$ cat src/core/synth_prog_pkg.sv
// Constants, word layouts and register map of the serial programming port
package synth_prog_pkg;
	localparam int CLK_HZ = 40_000_000;
	localparam int LINK_MAX_BPS = 10_000_000;
	localparam int CYCLES_PER_BIT = CLK_HZ / LINK_MAX_BPS;
	localparam int PIN_SCLK = 0;
	localparam int PIN_DATA = 1;
	localparam int PIN_STB = 2;
	localparam int PIN_COUNT = 3;
	localparam logic [7:0] ADDR_CTRL = 8'h00;
	localparam logic [7:0] ADDR_MAIN = 8'h04;
	localparam logic [7:0] ADDR_SETUP = 8'h08;
	localparam logic [7:0] ADDR_AUX = 8'h0c;
	localparam logic [7:0] ADDR_REF = 8'h10;
	localparam logic [7:0] ADDR_STAT = 8'h14;
	localparam logic [7:0] ADDR_COUNTS = 8'h18;
	localparam logic CTRL_EN_RESET = 1'h1;
	localparam logic [1:0] RESP_OKAY = 2'h0;
	localparam logic [1:0] RESP_SLVERR = 2'h2;
	// Prefixes as they sit in the shift register, last bit received at bit 0
	localparam logic [3:0] PFX_SETUP = 4'h1;
	localparam logic [3:0] PFX_AUX = 4'h9;
	localparam logic [3:0] PFX_REF = 4'h5;
	localparam logic [1:0] MODS_TWO = 2'h0;
	localparam logic [1:0] MODS_THREE = 2'h1;
	localparam logic [1:0] MODS_FOUR = 2'h2;
	localparam logic [3:0] FRAC_MOD5 = 4'h5;
	localparam logic [3:0] FRAC_MOD8 = 4'h8;
	localparam logic [4:0] GAIN_UNITY = 5'h01;
	localparam int SHORT_BITS = 24;
	localparam int LONG_BITS = 32;
	typedef enum {KIND_MAIN, KIND_SETUP, KIND_AUX, KIND_REF, KIND_NONE} kind_e;
	typedef struct packed {
		logic [7:0] second_field;
		logic [11:0] first_ratio_count;
		logic [2:0] frac_increment;
	} main_s;
	typedef struct packed {
		logic [7:0] current_scale;
		main_s body;
		logic lead;
	} main_word_s;
	typedef struct packed {
		logic [1:0] modulus_count_sel;
		logic [1:0] prop_accel;
		logic [3:0] int_accel;
		logic [7:0] current_scale;
		logic [3:0] ratio_sum;
	} setup_s;
	typedef struct packed {
		setup_s body;
		logic [3:0] prefix;
	} setup_word_s;
	typedef struct packed {
		logic [7:0] unused;
		logic [11:0] aux_divider;
		logic [3:0] prefix;
	} aux_word_s;
	typedef struct packed {
		logic long_sel;
		logic frac_modulus_sel;
		logic aux_off;
		logic [1:0] aux_source_sel;
		logic main_off;
		logic [1:0] main_source_sel;
		logic [11:0] ref_divider;
	} ref_s;
	typedef struct packed {
		ref_s body;
		logic [3:0] prefix;
	} ref_word_s;
endpackage

$ cat src/core/synth_serial_program_port.sv
// Serial programming port of a dual synthesiser with an AXI4-Lite register view
`timescale 1ns/10ps
module synth_serial_program_port #(
	parameter int ADDR_W = 8
) (
	input wire logic aclk,
	input wire logic aresetn,
	input wire logic [ADDR_W-1:0] s_axi_awaddr,
	input wire logic s_axi_awvalid,
	output logic s_axi_awready,
	input wire logic [31:0] s_axi_wdata,
	input wire logic [3:0] s_axi_wstrb,
	input wire logic s_axi_wvalid,
	output logic s_axi_wready,
	output logic [1:0] s_axi_bresp,
	output logic s_axi_bvalid,
	input wire logic s_axi_bready,
	input wire logic [ADDR_W-1:0] s_axi_araddr,
	input wire logic s_axi_arvalid,
	output logic s_axi_arready,
	output logic [31:0] s_axi_rdata,
	output logic [1:0] s_axi_rresp,
	output logic s_axi_rvalid,
	input wire logic s_axi_rready,
	input wire logic sclk_pin,
	input wire logic sdata_pin,
	input wire logic strobe_pin,
	input wire logic cmp_tick,
	output synth_prog_pkg::main_s main_cfg,
	output synth_prog_pkg::setup_s setup_cfg,
	output logic [11:0] aux_divider,
	output synth_prog_pkg::ref_s ref_cfg,
	output logic [7:0] second_ratio_count,
	output logic [3:0] third_ratio_count,
	output logic [3:0] fourth_ratio_count,
	output logic [3:0] main_ref_mult,
	output logic [3:0] aux_ref_mult,
	output logic main_standby,
	output logic aux_standby,
	output logic speedup,
	output logic [4:0] prop_gain,
	output logic [4:0] comp_gain,
	output logic integral_pump,
	output logic integral_cancel_pulse,
	output logic [3:0] integral_scale,
	output logic [3:0] frac_acc,
	output logic ratio_plus_one
);
	logic [synth_prog_pkg::PIN_COUNT-1:0] pin_meta_reg;
	logic [synth_prog_pkg::PIN_COUNT-1:0] pin_sync_reg;
	logic [synth_prog_pkg::PIN_COUNT-1:0] pin_last_reg;
	logic sclk_rise;
	logic stb_rise;
	logic stb_high;
	logic link_en_reg;
	logic [synth_prog_pkg::LONG_BITS-1:0] shift_reg;
	synth_prog_pkg::kind_e kind;
	synth_prog_pkg::main_word_s main_word;
	synth_prog_pkg::setup_word_s setup_word;
	synth_prog_pkg::aux_word_s aux_word;
	synth_prog_pkg::ref_word_s ref_word;
	synth_prog_pkg::setup_s hold_reg;
	logic hold_pending_reg;
	synth_prog_pkg::kind_e last_kind_reg;
	logic [3:0] frac_mod;
	logic [4:0] frac_sum;
	logic [4:0] speed_gain;
	logic aw_hold_reg;
	logic w_hold_reg;
	logic [ADDR_W-1:0] aw_addr_reg;
	logic [31:0] w_data_reg;
	logic [3:0] w_strb_reg;
	logic [31:0] rd_data;
	logic rd_ok;

	// Word type from its leading bits
	function automatic synth_prog_pkg::kind_e word_kind(
		input logic [synth_prog_pkg::LONG_BITS-1:0] sr
	);
		synth_prog_pkg::kind_e k;
		k = synth_prog_pkg::KIND_NONE;
		if (!sr[0])
		begin
			k = synth_prog_pkg::KIND_MAIN;
		end
		else if (sr[3:0] == synth_prog_pkg::PFX_SETUP)
		begin
			k = synth_prog_pkg::KIND_SETUP;
		end
		else if (sr[3:0] == synth_prog_pkg::PFX_AUX)
		begin
			k = synth_prog_pkg::KIND_AUX;
		end
		else if (sr[3:0] == synth_prog_pkg::PFX_REF)
		begin
			k = synth_prog_pkg::KIND_REF;
		end
		return k;
	endfunction

	// Reference rate multiple for a source code
	function automatic logic [3:0] src_mult(input logic [1:0] code);
		return 4'h1 << code;
	endfunction

	// Two-flop synchronisers on the three link pins
	genvar gi;
	generate
		for (gi = 0; gi < synth_prog_pkg::PIN_COUNT; gi++)
		begin : g_sync
			always_ff @(posedge aclk)
			begin
				if (!aresetn)
				begin
					pin_meta_reg[gi] <= 1'b0;
					pin_sync_reg[gi] <= 1'b0;
					pin_last_reg[gi] <= 1'b0;
				end
				else
				begin
					pin_meta_reg[gi] <= gi == synth_prog_pkg::PIN_SCLK ? sclk_pin
						: gi == synth_prog_pkg::PIN_DATA ? sdata_pin : strobe_pin;
					pin_sync_reg[gi] <= pin_meta_reg[gi];
					pin_last_reg[gi] <= pin_sync_reg[gi];
				end
			end
		end
	endgenerate

	assign stb_high = pin_sync_reg[synth_prog_pkg::PIN_STB];
	assign sclk_rise = pin_sync_reg[synth_prog_pkg::PIN_SCLK]
		& ~pin_last_reg[synth_prog_pkg::PIN_SCLK];
	assign stb_rise = stb_high & ~pin_last_reg[synth_prog_pkg::PIN_STB];
	assign kind = word_kind(shift_reg);
	assign main_word = synth_prog_pkg::main_word_s'(shift_reg);
	assign setup_word = synth_prog_pkg::setup_word_s'(shift_reg[synth_prog_pkg::SHORT_BITS-1:0]);
	assign aux_word = synth_prog_pkg::aux_word_s'(shift_reg[synth_prog_pkg::SHORT_BITS-1:0]);
	assign ref_word = synth_prog_pkg::ref_word_s'(shift_reg[synth_prog_pkg::SHORT_BITS-1:0]);

	// Input shift register, last bit received lands at bit 0
	always_ff @(posedge aclk)
	begin
		if (!aresetn)
		begin
			shift_reg <= '0;
		end
		else if (link_en_reg && sclk_rise && !stb_high)
		begin
			shift_reg <= {shift_reg[synth_prog_pkg::LONG_BITS-2:0],
				pin_sync_reg[synth_prog_pkg::PIN_DATA]};
		end
	end

	// Main word and setup transfer
	always_ff @(posedge aclk)
	begin
		if (!aresetn)
		begin
			main_cfg <= '0;
			setup_cfg <= '0;
			hold_reg <= '0;
			hold_pending_reg <= 1'b0;
		end
		else if (link_en_reg && stb_rise)
		begin
			if (kind == synth_prog_pkg::KIND_SETUP)
			begin
				hold_reg <= setup_word.body;
				hold_pending_reg <= 1'b1;
			end
			else if (kind == synth_prog_pkg::KIND_MAIN)
			begin
				main_cfg <= main_word.body;
				hold_pending_reg <= 1'b0;
				if (hold_pending_reg)
				begin
					setup_cfg <= hold_reg;
				end
				if (ref_cfg.long_sel)
				begin
					setup_cfg.current_scale <= main_word.current_scale;
				end
				else if (hold_pending_reg)
				begin
					setup_cfg.current_scale <= hold_reg.current_scale;
				end
			end
		end
	end

	// Aux and reference words
	always_ff @(posedge aclk)
	begin
		if (!aresetn)
		begin
			aux_divider <= '0;
			ref_cfg <= '0;
			last_kind_reg <= synth_prog_pkg::KIND_NONE;
		end
		else if (link_en_reg && stb_rise)
		begin
			last_kind_reg <= kind;
			if (kind == synth_prog_pkg::KIND_AUX)
			begin
				aux_divider <= aux_word.aux_divider;
			end
			else if (kind == synth_prog_pkg::KIND_REF)
			begin
				ref_cfg <= ref_word.body;
			end
		end
	end

	// Prescaler ratio counts from the packed fields
	always_ff @(posedge aclk)
	begin
		if (!aresetn)
		begin
			second_ratio_count <= '0;
			third_ratio_count <= '0;
			fourth_ratio_count <= '0;
		end
		else
		begin
			case (setup_cfg.modulus_count_sel)
				synth_prog_pkg::MODS_TWO:
				begin
					second_ratio_count <= main_cfg.second_field;
					third_ratio_count <= '0;
					fourth_ratio_count <= '0;
				end
				synth_prog_pkg::MODS_THREE:
				begin
					second_ratio_count <= {4'h0, main_cfg.second_field[7:4]};
					third_ratio_count <= main_cfg.second_field[3:0]
						- main_cfg.second_field[7:4];
					fourth_ratio_count <= '0;
				end
				synth_prog_pkg::MODS_FOUR:
				begin
					second_ratio_count <= {4'h0, main_cfg.second_field[7:4]};
					third_ratio_count <= main_cfg.second_field[3:0]
						- main_cfg.second_field[7:4];
					fourth_ratio_count <= setup_cfg.ratio_sum
						- main_cfg.second_field[3:0];
				end
				default:
				begin
					second_ratio_count <= main_cfg.second_field;
					third_ratio_count <= '0;
					fourth_ratio_count <= '0;
				end
			endcase
		end
	end

	// Reference rates and standby
	always_ff @(posedge aclk)
	begin
		if (!aresetn)
		begin
			main_ref_mult <= 4'h1;
			aux_ref_mult <= 4'h1;
			main_standby <= 1'b0;
			aux_standby <= 1'b0;
		end
		else
		begin
			main_ref_mult <= src_mult(ref_cfg.main_source_sel);
			aux_ref_mult <= src_mult(ref_cfg.aux_source_sel);
			main_standby <= ref_cfg.main_off;
			aux_standby <= ref_cfg.aux_off;
		end
	end

	// Speed-up mode and pump levels
	// Three-bit shift count so that L of 3 reaches sixteen
	assign speed_gain = synth_prog_pkg::GAIN_UNITY << ({1'b0, setup_cfg.prop_accel} + 3'h1);

	always_ff @(posedge aclk)
	begin
		if (!aresetn)
		begin
			speedup <= 1'b0;
		end
		else if (!stb_high)
		begin
			speedup <= 1'b0;
		end
		else if (link_en_reg && stb_rise && kind == synth_prog_pkg::KIND_MAIN)
		begin
			speedup <= 1'b1;
		end
	end

	always_ff @(posedge aclk)
	begin
		if (!aresetn)
		begin
			prop_gain <= synth_prog_pkg::GAIN_UNITY;
			comp_gain <= synth_prog_pkg::GAIN_UNITY;
			integral_pump <= 1'b0;
			integral_cancel_pulse <= 1'b0;
			integral_scale <= '0;
		end
		else
		begin
			prop_gain <= speedup ? speed_gain : synth_prog_pkg::GAIN_UNITY;
			comp_gain <= speedup ? speed_gain : synth_prog_pkg::GAIN_UNITY;
			integral_pump <= speedup;
			integral_cancel_pulse <= speedup;
			integral_scale <= speedup ? setup_cfg.int_accel : 4'h0;
		end
	end

	// Fractional accumulator
	assign frac_mod = ref_cfg.frac_modulus_sel ? synth_prog_pkg::FRAC_MOD8
		: synth_prog_pkg::FRAC_MOD5;
	assign frac_sum = {1'b0, frac_acc} + {2'h0, main_cfg.frac_increment};

	always_ff @(posedge aclk)
	begin
		if (!aresetn)
		begin
			frac_acc <= '0;
			ratio_plus_one <= 1'b0;
		end
		else
		begin
			ratio_plus_one <= 1'b0;
			if (cmp_tick)
			begin
				if (frac_sum >= {1'b0, frac_mod})
				begin
					frac_acc <= 4'(frac_sum - {1'b0, frac_mod});
					ratio_plus_one <= 1'b1;
				end
				else
				begin
					frac_acc <= frac_sum[3:0];
				end
			end
		end
	end

	// AXI4-Lite write channel
	assign s_axi_awready = !aw_hold_reg && !s_axi_bvalid;
	assign s_axi_wready = !w_hold_reg && !s_axi_bvalid;

	always_ff @(posedge aclk)
	begin
		if (!aresetn)
		begin
			aw_hold_reg <= 1'b0;
			w_hold_reg <= 1'b0;
			aw_addr_reg <= '0;
			w_data_reg <= '0;
			w_strb_reg <= '0;
			s_axi_bvalid <= 1'b0;
			s_axi_bresp <= synth_prog_pkg::RESP_OKAY;
			link_en_reg <= synth_prog_pkg::CTRL_EN_RESET;
		end
		else
		begin
			if (s_axi_awvalid && s_axi_awready)
			begin
				aw_hold_reg <= 1'b1;
				aw_addr_reg <= s_axi_awaddr;
			end
			if (s_axi_wvalid && s_axi_wready)
			begin
				w_hold_reg <= 1'b1;
				w_data_reg <= s_axi_wdata;
				w_strb_reg <= s_axi_wstrb;
			end
			if (aw_hold_reg && w_hold_reg)
			begin
				aw_hold_reg <= 1'b0;
				w_hold_reg <= 1'b0;
				s_axi_bvalid <= 1'b1;
				if (aw_addr_reg == synth_prog_pkg::ADDR_CTRL)
				begin
					s_axi_bresp <= synth_prog_pkg::RESP_OKAY;
					if (w_strb_reg[0])
					begin
						link_en_reg <= w_data_reg[0];
					end
				end
				else
				begin
					s_axi_bresp <= synth_prog_pkg::RESP_SLVERR;
				end
			end
			if (s_axi_bvalid && s_axi_bready)
			begin
				s_axi_bvalid <= 1'b0;
			end
		end
	end

	// AXI4-Lite read channel
	always_comb
	begin
		rd_ok = 1'b1;
		rd_data = '0;
		case (s_axi_araddr)
			synth_prog_pkg::ADDR_CTRL: rd_data = {31'h0, link_en_reg};
			synth_prog_pkg::ADDR_MAIN: rd_data = {9'h0, main_cfg};
			synth_prog_pkg::ADDR_SETUP: rd_data = {12'h0, setup_cfg};
			synth_prog_pkg::ADDR_AUX: rd_data = {20'h0, aux_divider};
			synth_prog_pkg::ADDR_REF: rd_data = {12'h0, ref_cfg};
			synth_prog_pkg::ADDR_STAT: rd_data = {20'h0, 3'(last_kind_reg),
				hold_pending_reg, frac_acc, integral_pump, speedup, main_standby, aux_standby};
			synth_prog_pkg::ADDR_COUNTS: rd_data = {16'h0, fourth_ratio_count,
				third_ratio_count, second_ratio_count};
			default: rd_ok = 1'b0;
		endcase
	end

	assign s_axi_arready = !s_axi_rvalid;

	always_ff @(posedge aclk)
	begin
		if (!aresetn)
		begin
			s_axi_rvalid <= 1'b0;
			s_axi_rdata <= '0;
			s_axi_rresp <= synth_prog_pkg::RESP_OKAY;
		end
		else if (s_axi_arvalid && s_axi_arready)
		begin
			s_axi_rvalid <= 1'b1;
			s_axi_rdata <= rd_data;
			s_axi_rresp <= rd_ok ? synth_prog_pkg::RESP_OKAY : synth_prog_pkg::RESP_SLVERR;
		end
		else if (s_axi_rvalid && s_axi_rready)
		begin
			s_axi_rvalid <= 1'b0;
		end
	end
endmodule // synth_serial_program_port

$ cat config.mk
export PLATFORM = sky130hd
export DESIGN_NAME = synth_serial_program_port
export DESIGN_NICKNAME = d
export VERILOG_FILES = /design/src/core/synth_prog_pkg.sv /design/src/core/synth_serial_program_port.sv
export SDC_FILE = /design/constraint.sdc
export NUM_CORES = 1
export LEC_CHECK = 0
export ABC_AREA = 1
export BUFFER_PORTS_ARGS = -buffer_cell sky130_fd_sc_hd__buf_4
export CAP_MARGIN = 20
export CORE_ASPECT_RATIO = 1.1
export CORE_MARGIN = 8
export CORE_UTILIZATION = 48
export DETAILED_ROUTE_END_ITERATION = 7
export GPL_TIMING_DRIVEN = 1
export PLACE_DENSITY_LB_ADDON = 0.1
export SYNTH_ARGS = -nofsm -noshare
export SYNTH_HDL_FRONTEND = slang
export SYNTH_SLANG_ARGS = --single-unit
$ cat constraint.sdc
create_clock -name aclk -period 2 [get_ports aclk]
set_input_delay 0.4 -clock aclk [delete_from_list [all_inputs] [get_ports aclk]]
set_output_delay 0.4 -clock aclk [all_outputs]
set_load 0.02 [all_outputs]
==> load_flow_metrics.sql <==
INSERT INTO impl_metrics (metric_group, metric, value, unit) VALUES
('sta', 'setup_slack', '-119', 'ps'),
('flow_run', 'maximum_capacitance_violations', '0', ''),
('critical_path', 'crit_path_max_incr_delay', '360', 'ps'),
('critical_path', 'r2r-start', 'main_cfg[0]', ''),
('floorplan', 'die-area', '0.0236', 'mm^2'),
('placed_design', 'place.port_buffers', '181', ''),
('sta', 'timing_max_transition_violations_final', '0', ''),
('critical_path', 'cp_max_fo', '6', ''),
('critical_path', 'reg2reg_to', 'frac_acc[1]', ''),
('placed_design', 'routabilityCongestion', '0.859', ''),
('critical_path', 'worstSetupStartpointType', 'flip-flop', ''),
('power_and_ir_drop', 'totalPowerFinal', '9700', 'uW'),
('drt', 'drt-total-wl', '28700', 'um'),
('grt', 'grt_pass1_vias', '7991', ''),
('floorplan', 'floorplan.initialDensity', '48.4', '%'),
('critical_path', 'worstPathCellList', 'ha_4 -> inv_2 -> fa_2 -> xnor2_2 -> ha_4 -> a21oi_2 -> nand2_1 -> nand2_2 -> nand2_4 -> nand2_1 -> nand2_1 -> o21ai_1 -> inv_1', ''),
('synthesis', 'netlist.area_leader.share', '48.6', '%'),
('critical_path', 'worstPathRequired', '2390', 'ps'),
('sta', 'timing.clock.skew', '13.9', 'ps'),
('synthesis', 'synthCells', '1213', ''),
('grt', 'grt_overflow', '0', ''),
('hold_path', 'holdPathStages', '2', ''),
('synthesis', 'synth_enable_flop_cells', '0', ''),
('floorplan', 'dieHeight', '160', 'um'),
('hold_path', 'hold-path-endpoint', 's_axi_bvalid', ''),
('sta', 'final_hold_viol_count', '0', ''),
('power_and_ir_drop', 'power_leakage', '0.00541', 'uW'),
('hold_path', 'hp-start', 's_axi_bready', ''),
('critical_path', 'reg2reg_depth', '13', ''),
('critical_path', 'worst_path_max_delay_cell', 'sky130_fd_sc_hd__dfxtp_4', ''),
('sta', 'rsz_0062_raised_after_global_routing', 'true', ''),
('final_layout', 'antenna-diode-count', '0', ''),
('critical_path', 'timing_worst_setup_path_type', 'flip-flop to flip-flop', ''),
('drt', 'drc_errors', '0', ''),
('sta', 'max_clock_freq', '0.472', 'GHz'),
('sta', 'min_period_over_period', '106', '%'),
('sta', 'final_setup_viols', '4', ''),
('cts', 'clock_tree.htree_level_count', '1', ''),
('cts', 'cts-buffers-inserted', '23', ''),
('floorplan', 'core_region_area', '0.0188', 'mm^2'),
('final_layout', 'largest_register_ff_count', '32', ''),
('power_and_ir_drop', 'powerDensity', '837', 'mW/mm^2'),
('synthesis', 'post_synthesis_async_set_or_reset_flop_share', '0', '%'),
('cts', 'clock_sink_count', '221', ''),
('drt', 'drt_iter0_markers', '695', ''),
('grt', 'grt_pass1_wl', '44900', 'um'),
('critical_path', 'reg2reg_slack', '-120', 'ps'),
('critical_path', 'category_of_the_worst_setup_path_capture_point', 'flip-flop', ''),
('drt', 'wl_per_cell', '17.4', 'um'),
('synthesis', 'synth.yosys.warnings', '0', ''),
('cts', 'clock_slew_seen_by_the_registers_of_the_worst_setup_and_hold_paths', '60', 'ps'),
('drt', 'viasPerCell', '5.18', ''),
('cts', 'cts_tree', 'yes', ''),
('critical_path', 'critical-path-top-cell-by-count', 'sky130_fd_sc_hd__nand2_1', ''),
('grt', 'grt_antenna_before_repair', '0', ''),
('floorplan', 'placement_rows', '53', ''),
('floorplan', 'floorplan.die.width', '147', 'um'),
('cts', 'cts_hold_repair.buffers', '0', ''),
('synthesis', 'synth_sequential_area_ratio', '48.6', '%'),
('outcome', 'outcome', 'complete, but fails checks', ''),
('final_layout', 'post_layout_net_count', '1465', ''),
('synthesis', 'mappedNetlistArea', '0.00911', 'mm^2'),
('synthesis', 'ys_top_cells_by_count', 'sky130_fd_sc_hd__dfxtp_1, sky130_fd_sc_hd__nor2_1, sky130_fd_sc_hd__nand2_1', ''),
('critical_path', 'cp.buffers_inverters', '2', ''),
('sta', 'timing.final.crit_period', '2120', 'ps'),
('critical_path', 'crit_family', 'adder cells', ''),
('final_layout', 'syn2layout_area_growth', '27.2', '%'),
('outcome', 'failed_checks', 'setup timing', ''),
('synthesis', 'yosysMostFrequentCell', 'sky130_fd_sc_hd__dfxtp_1', ''),
('synthesis', 'synthDistinctLibCells', '41', ''),
('drt', 'first_pass_iters', '5', '');
[where the power goes]
part / internal, uW / total (uW) / switching (uW)
clock network: 2490 / 4190 / 1700
registers: 4520 / 4640 / 117
logic: 339 / 868 / 529
[worst max path at each step]
stage / to / slack (ps) / depth (start not counted) / startpoint
final: frac_acc[1] / -120 / 13 / main_cfg[0]
after CTS: frac_acc[1] / -100 / 13 / main_cfg[0]
after global placement: frac_acc[1] / -170 / 13 / main_cfg[0]
after floorplan: frac_acc[1] / -130 / 13 / main_cfg[0]
after detailed placement: frac_acc[1] / -180 / 13 / main_cfg[0]
after global routing: frac_acc[1] / -270 / 13 / main_cfg[0]
[cell families (layout without fill, tap and decap cells)]
| family | Yosys count | after routing | synth area share [%] |
|---|---|---|---|
| DFF | 221 | 221 | 48.6 |
| adders and majority gates | 19 | 19 | 2.86 |
| xor gates and xnor gates | 7 | 7 | 0.673 |
| other | 1 | 11 | 0.0412 |
| buffers and inverters | 198 | 373 | 9.52 |
| AOI/OAI and AO/OA | 270 | 270 | 15.6 |
| and+or+nand+nor | 497 | 497 | 22.8 |
[cell type report]
cell class | count | area (um^2)
Timing Repair Buffer | 218 | 1740
Tap cell | 247 | 309
Multi-Input combinational cell | 804 | 3930
Clock inverter | 7 | 60.1
Fill cell | 1803 | 7240
Clock buffer | 33 | 683
Sequential cell | 221 | 4430
Inverter | 115 | 433
[metal layers]
metal / vias up / global-route usage, % / part of all wire [%]
met5: - / 0 / 0
met4: 0 / 5.10 / 1.7
met3: 34 / 3.91 / 7.3
met2: 297 / 38.5 / 47
met1: 3963 / 31.6 / 44
li1: 4232 / - / -
[per-stage QoR]
stage | setup WS [ps] | cells | instance area (um^2) | utilization (%) | hold WS [ps]
floorplan | -131 | 1223 | 9180 | - | 390
global placement | -165 | 1604 | 10800 | 57.3 | 394
detailed placement | -184 | 1604 | 10800 | 57.3 | 403
CTS | -95.2 | 1645 | 11600 | 61.4 | 68.4
global route | -269 | 1645 | 11600 | 61.5 | 75.1
finish | -119 | 1645 | 11600 | 61.5 | 78.9
[placed cells by master, fill, tap and decap left out, types with 2 or more instances in the layout]
| cell | count |
|---|---|
| sky130_fd_sc_hd__nor2_1 | 197 |
| sky130_fd_sc_hd__conb_1 | 11 |
| sky130_fd_sc_hd__clkbuf_16 | 23 |
| sky130_fd_sc_hd__xnor2_1 | 3 |
| sky130_fd_sc_hd__dfxtp_1 | 217 |
| sky130_fd_sc_hd__a211oi_1 | 3 |
| sky130_fd_sc_hd__fa_1 | 2 |
| sky130_fd_sc_hd__a21oi_1 | 93 |
| sky130_fd_sc_hd__o21ai_1 | 11 |
| sky130_fd_sc_hd__o21ai_0 | 147 |
| sky130_fd_sc_hd__o211a_1 | 8 |
| sky130_fd_sc_hd__dfxtp_4 | 2 |
| sky130_fd_sc_hd__buf_4 | 210 |
| sky130_fd_sc_hd__nand2_1 | 176 |
| sky130_fd_sc_hd__or2_2 | 3 |
| sky130_fd_sc_hd__dfxtp_2 | 2 |
| sky130_fd_sc_hd__clkbuf_8 | 7 |
| sky130_fd_sc_hd__clkbuf_1 | 3 |
| sky130_fd_sc_hd__ha_1 | 13 |
| sky130_fd_sc_hd__nand2_2 | 5 |
| sky130_fd_sc_hd__ha_4 | 3 |
| sky130_fd_sc_hd__a21oi_2 | 3 |
| sky130_fd_sc_hd__nor2_4 | 3 |
| sky130_fd_sc_hd__inv_1 | 106 |
| sky130_fd_sc_hd__clkinv_2 | 7 |
| sky130_fd_sc_hd__inv_2 | 7 |
| sky130_fd_sc_hd__nand4_1 | 2 |
| sky130_fd_sc_hd__nor4_1 | 2 |
| sky130_fd_sc_hd__xor2_1 | 2 |
| sky130_fd_sc_hd__nor2_2 | 4 |
| sky130_fd_sc_hd__nand3_1 | 94 |
| sky130_fd_sc_hd__nor3_1 | 5 |
| sky130_fd_sc_hd__buf_12 | 8 |
[repair_timing]
| item | 4_1_cts | 5_1_grt |
|---|---|---|
| pin swaps | 5 | 2 |
| buffers inserted | 1 | 0 |
| endpoints found under the setup margin | 5 | 5 |
| gates resized for setup | 6 | 5 |
Note: power is estimated with default switching activity, not from simulation.
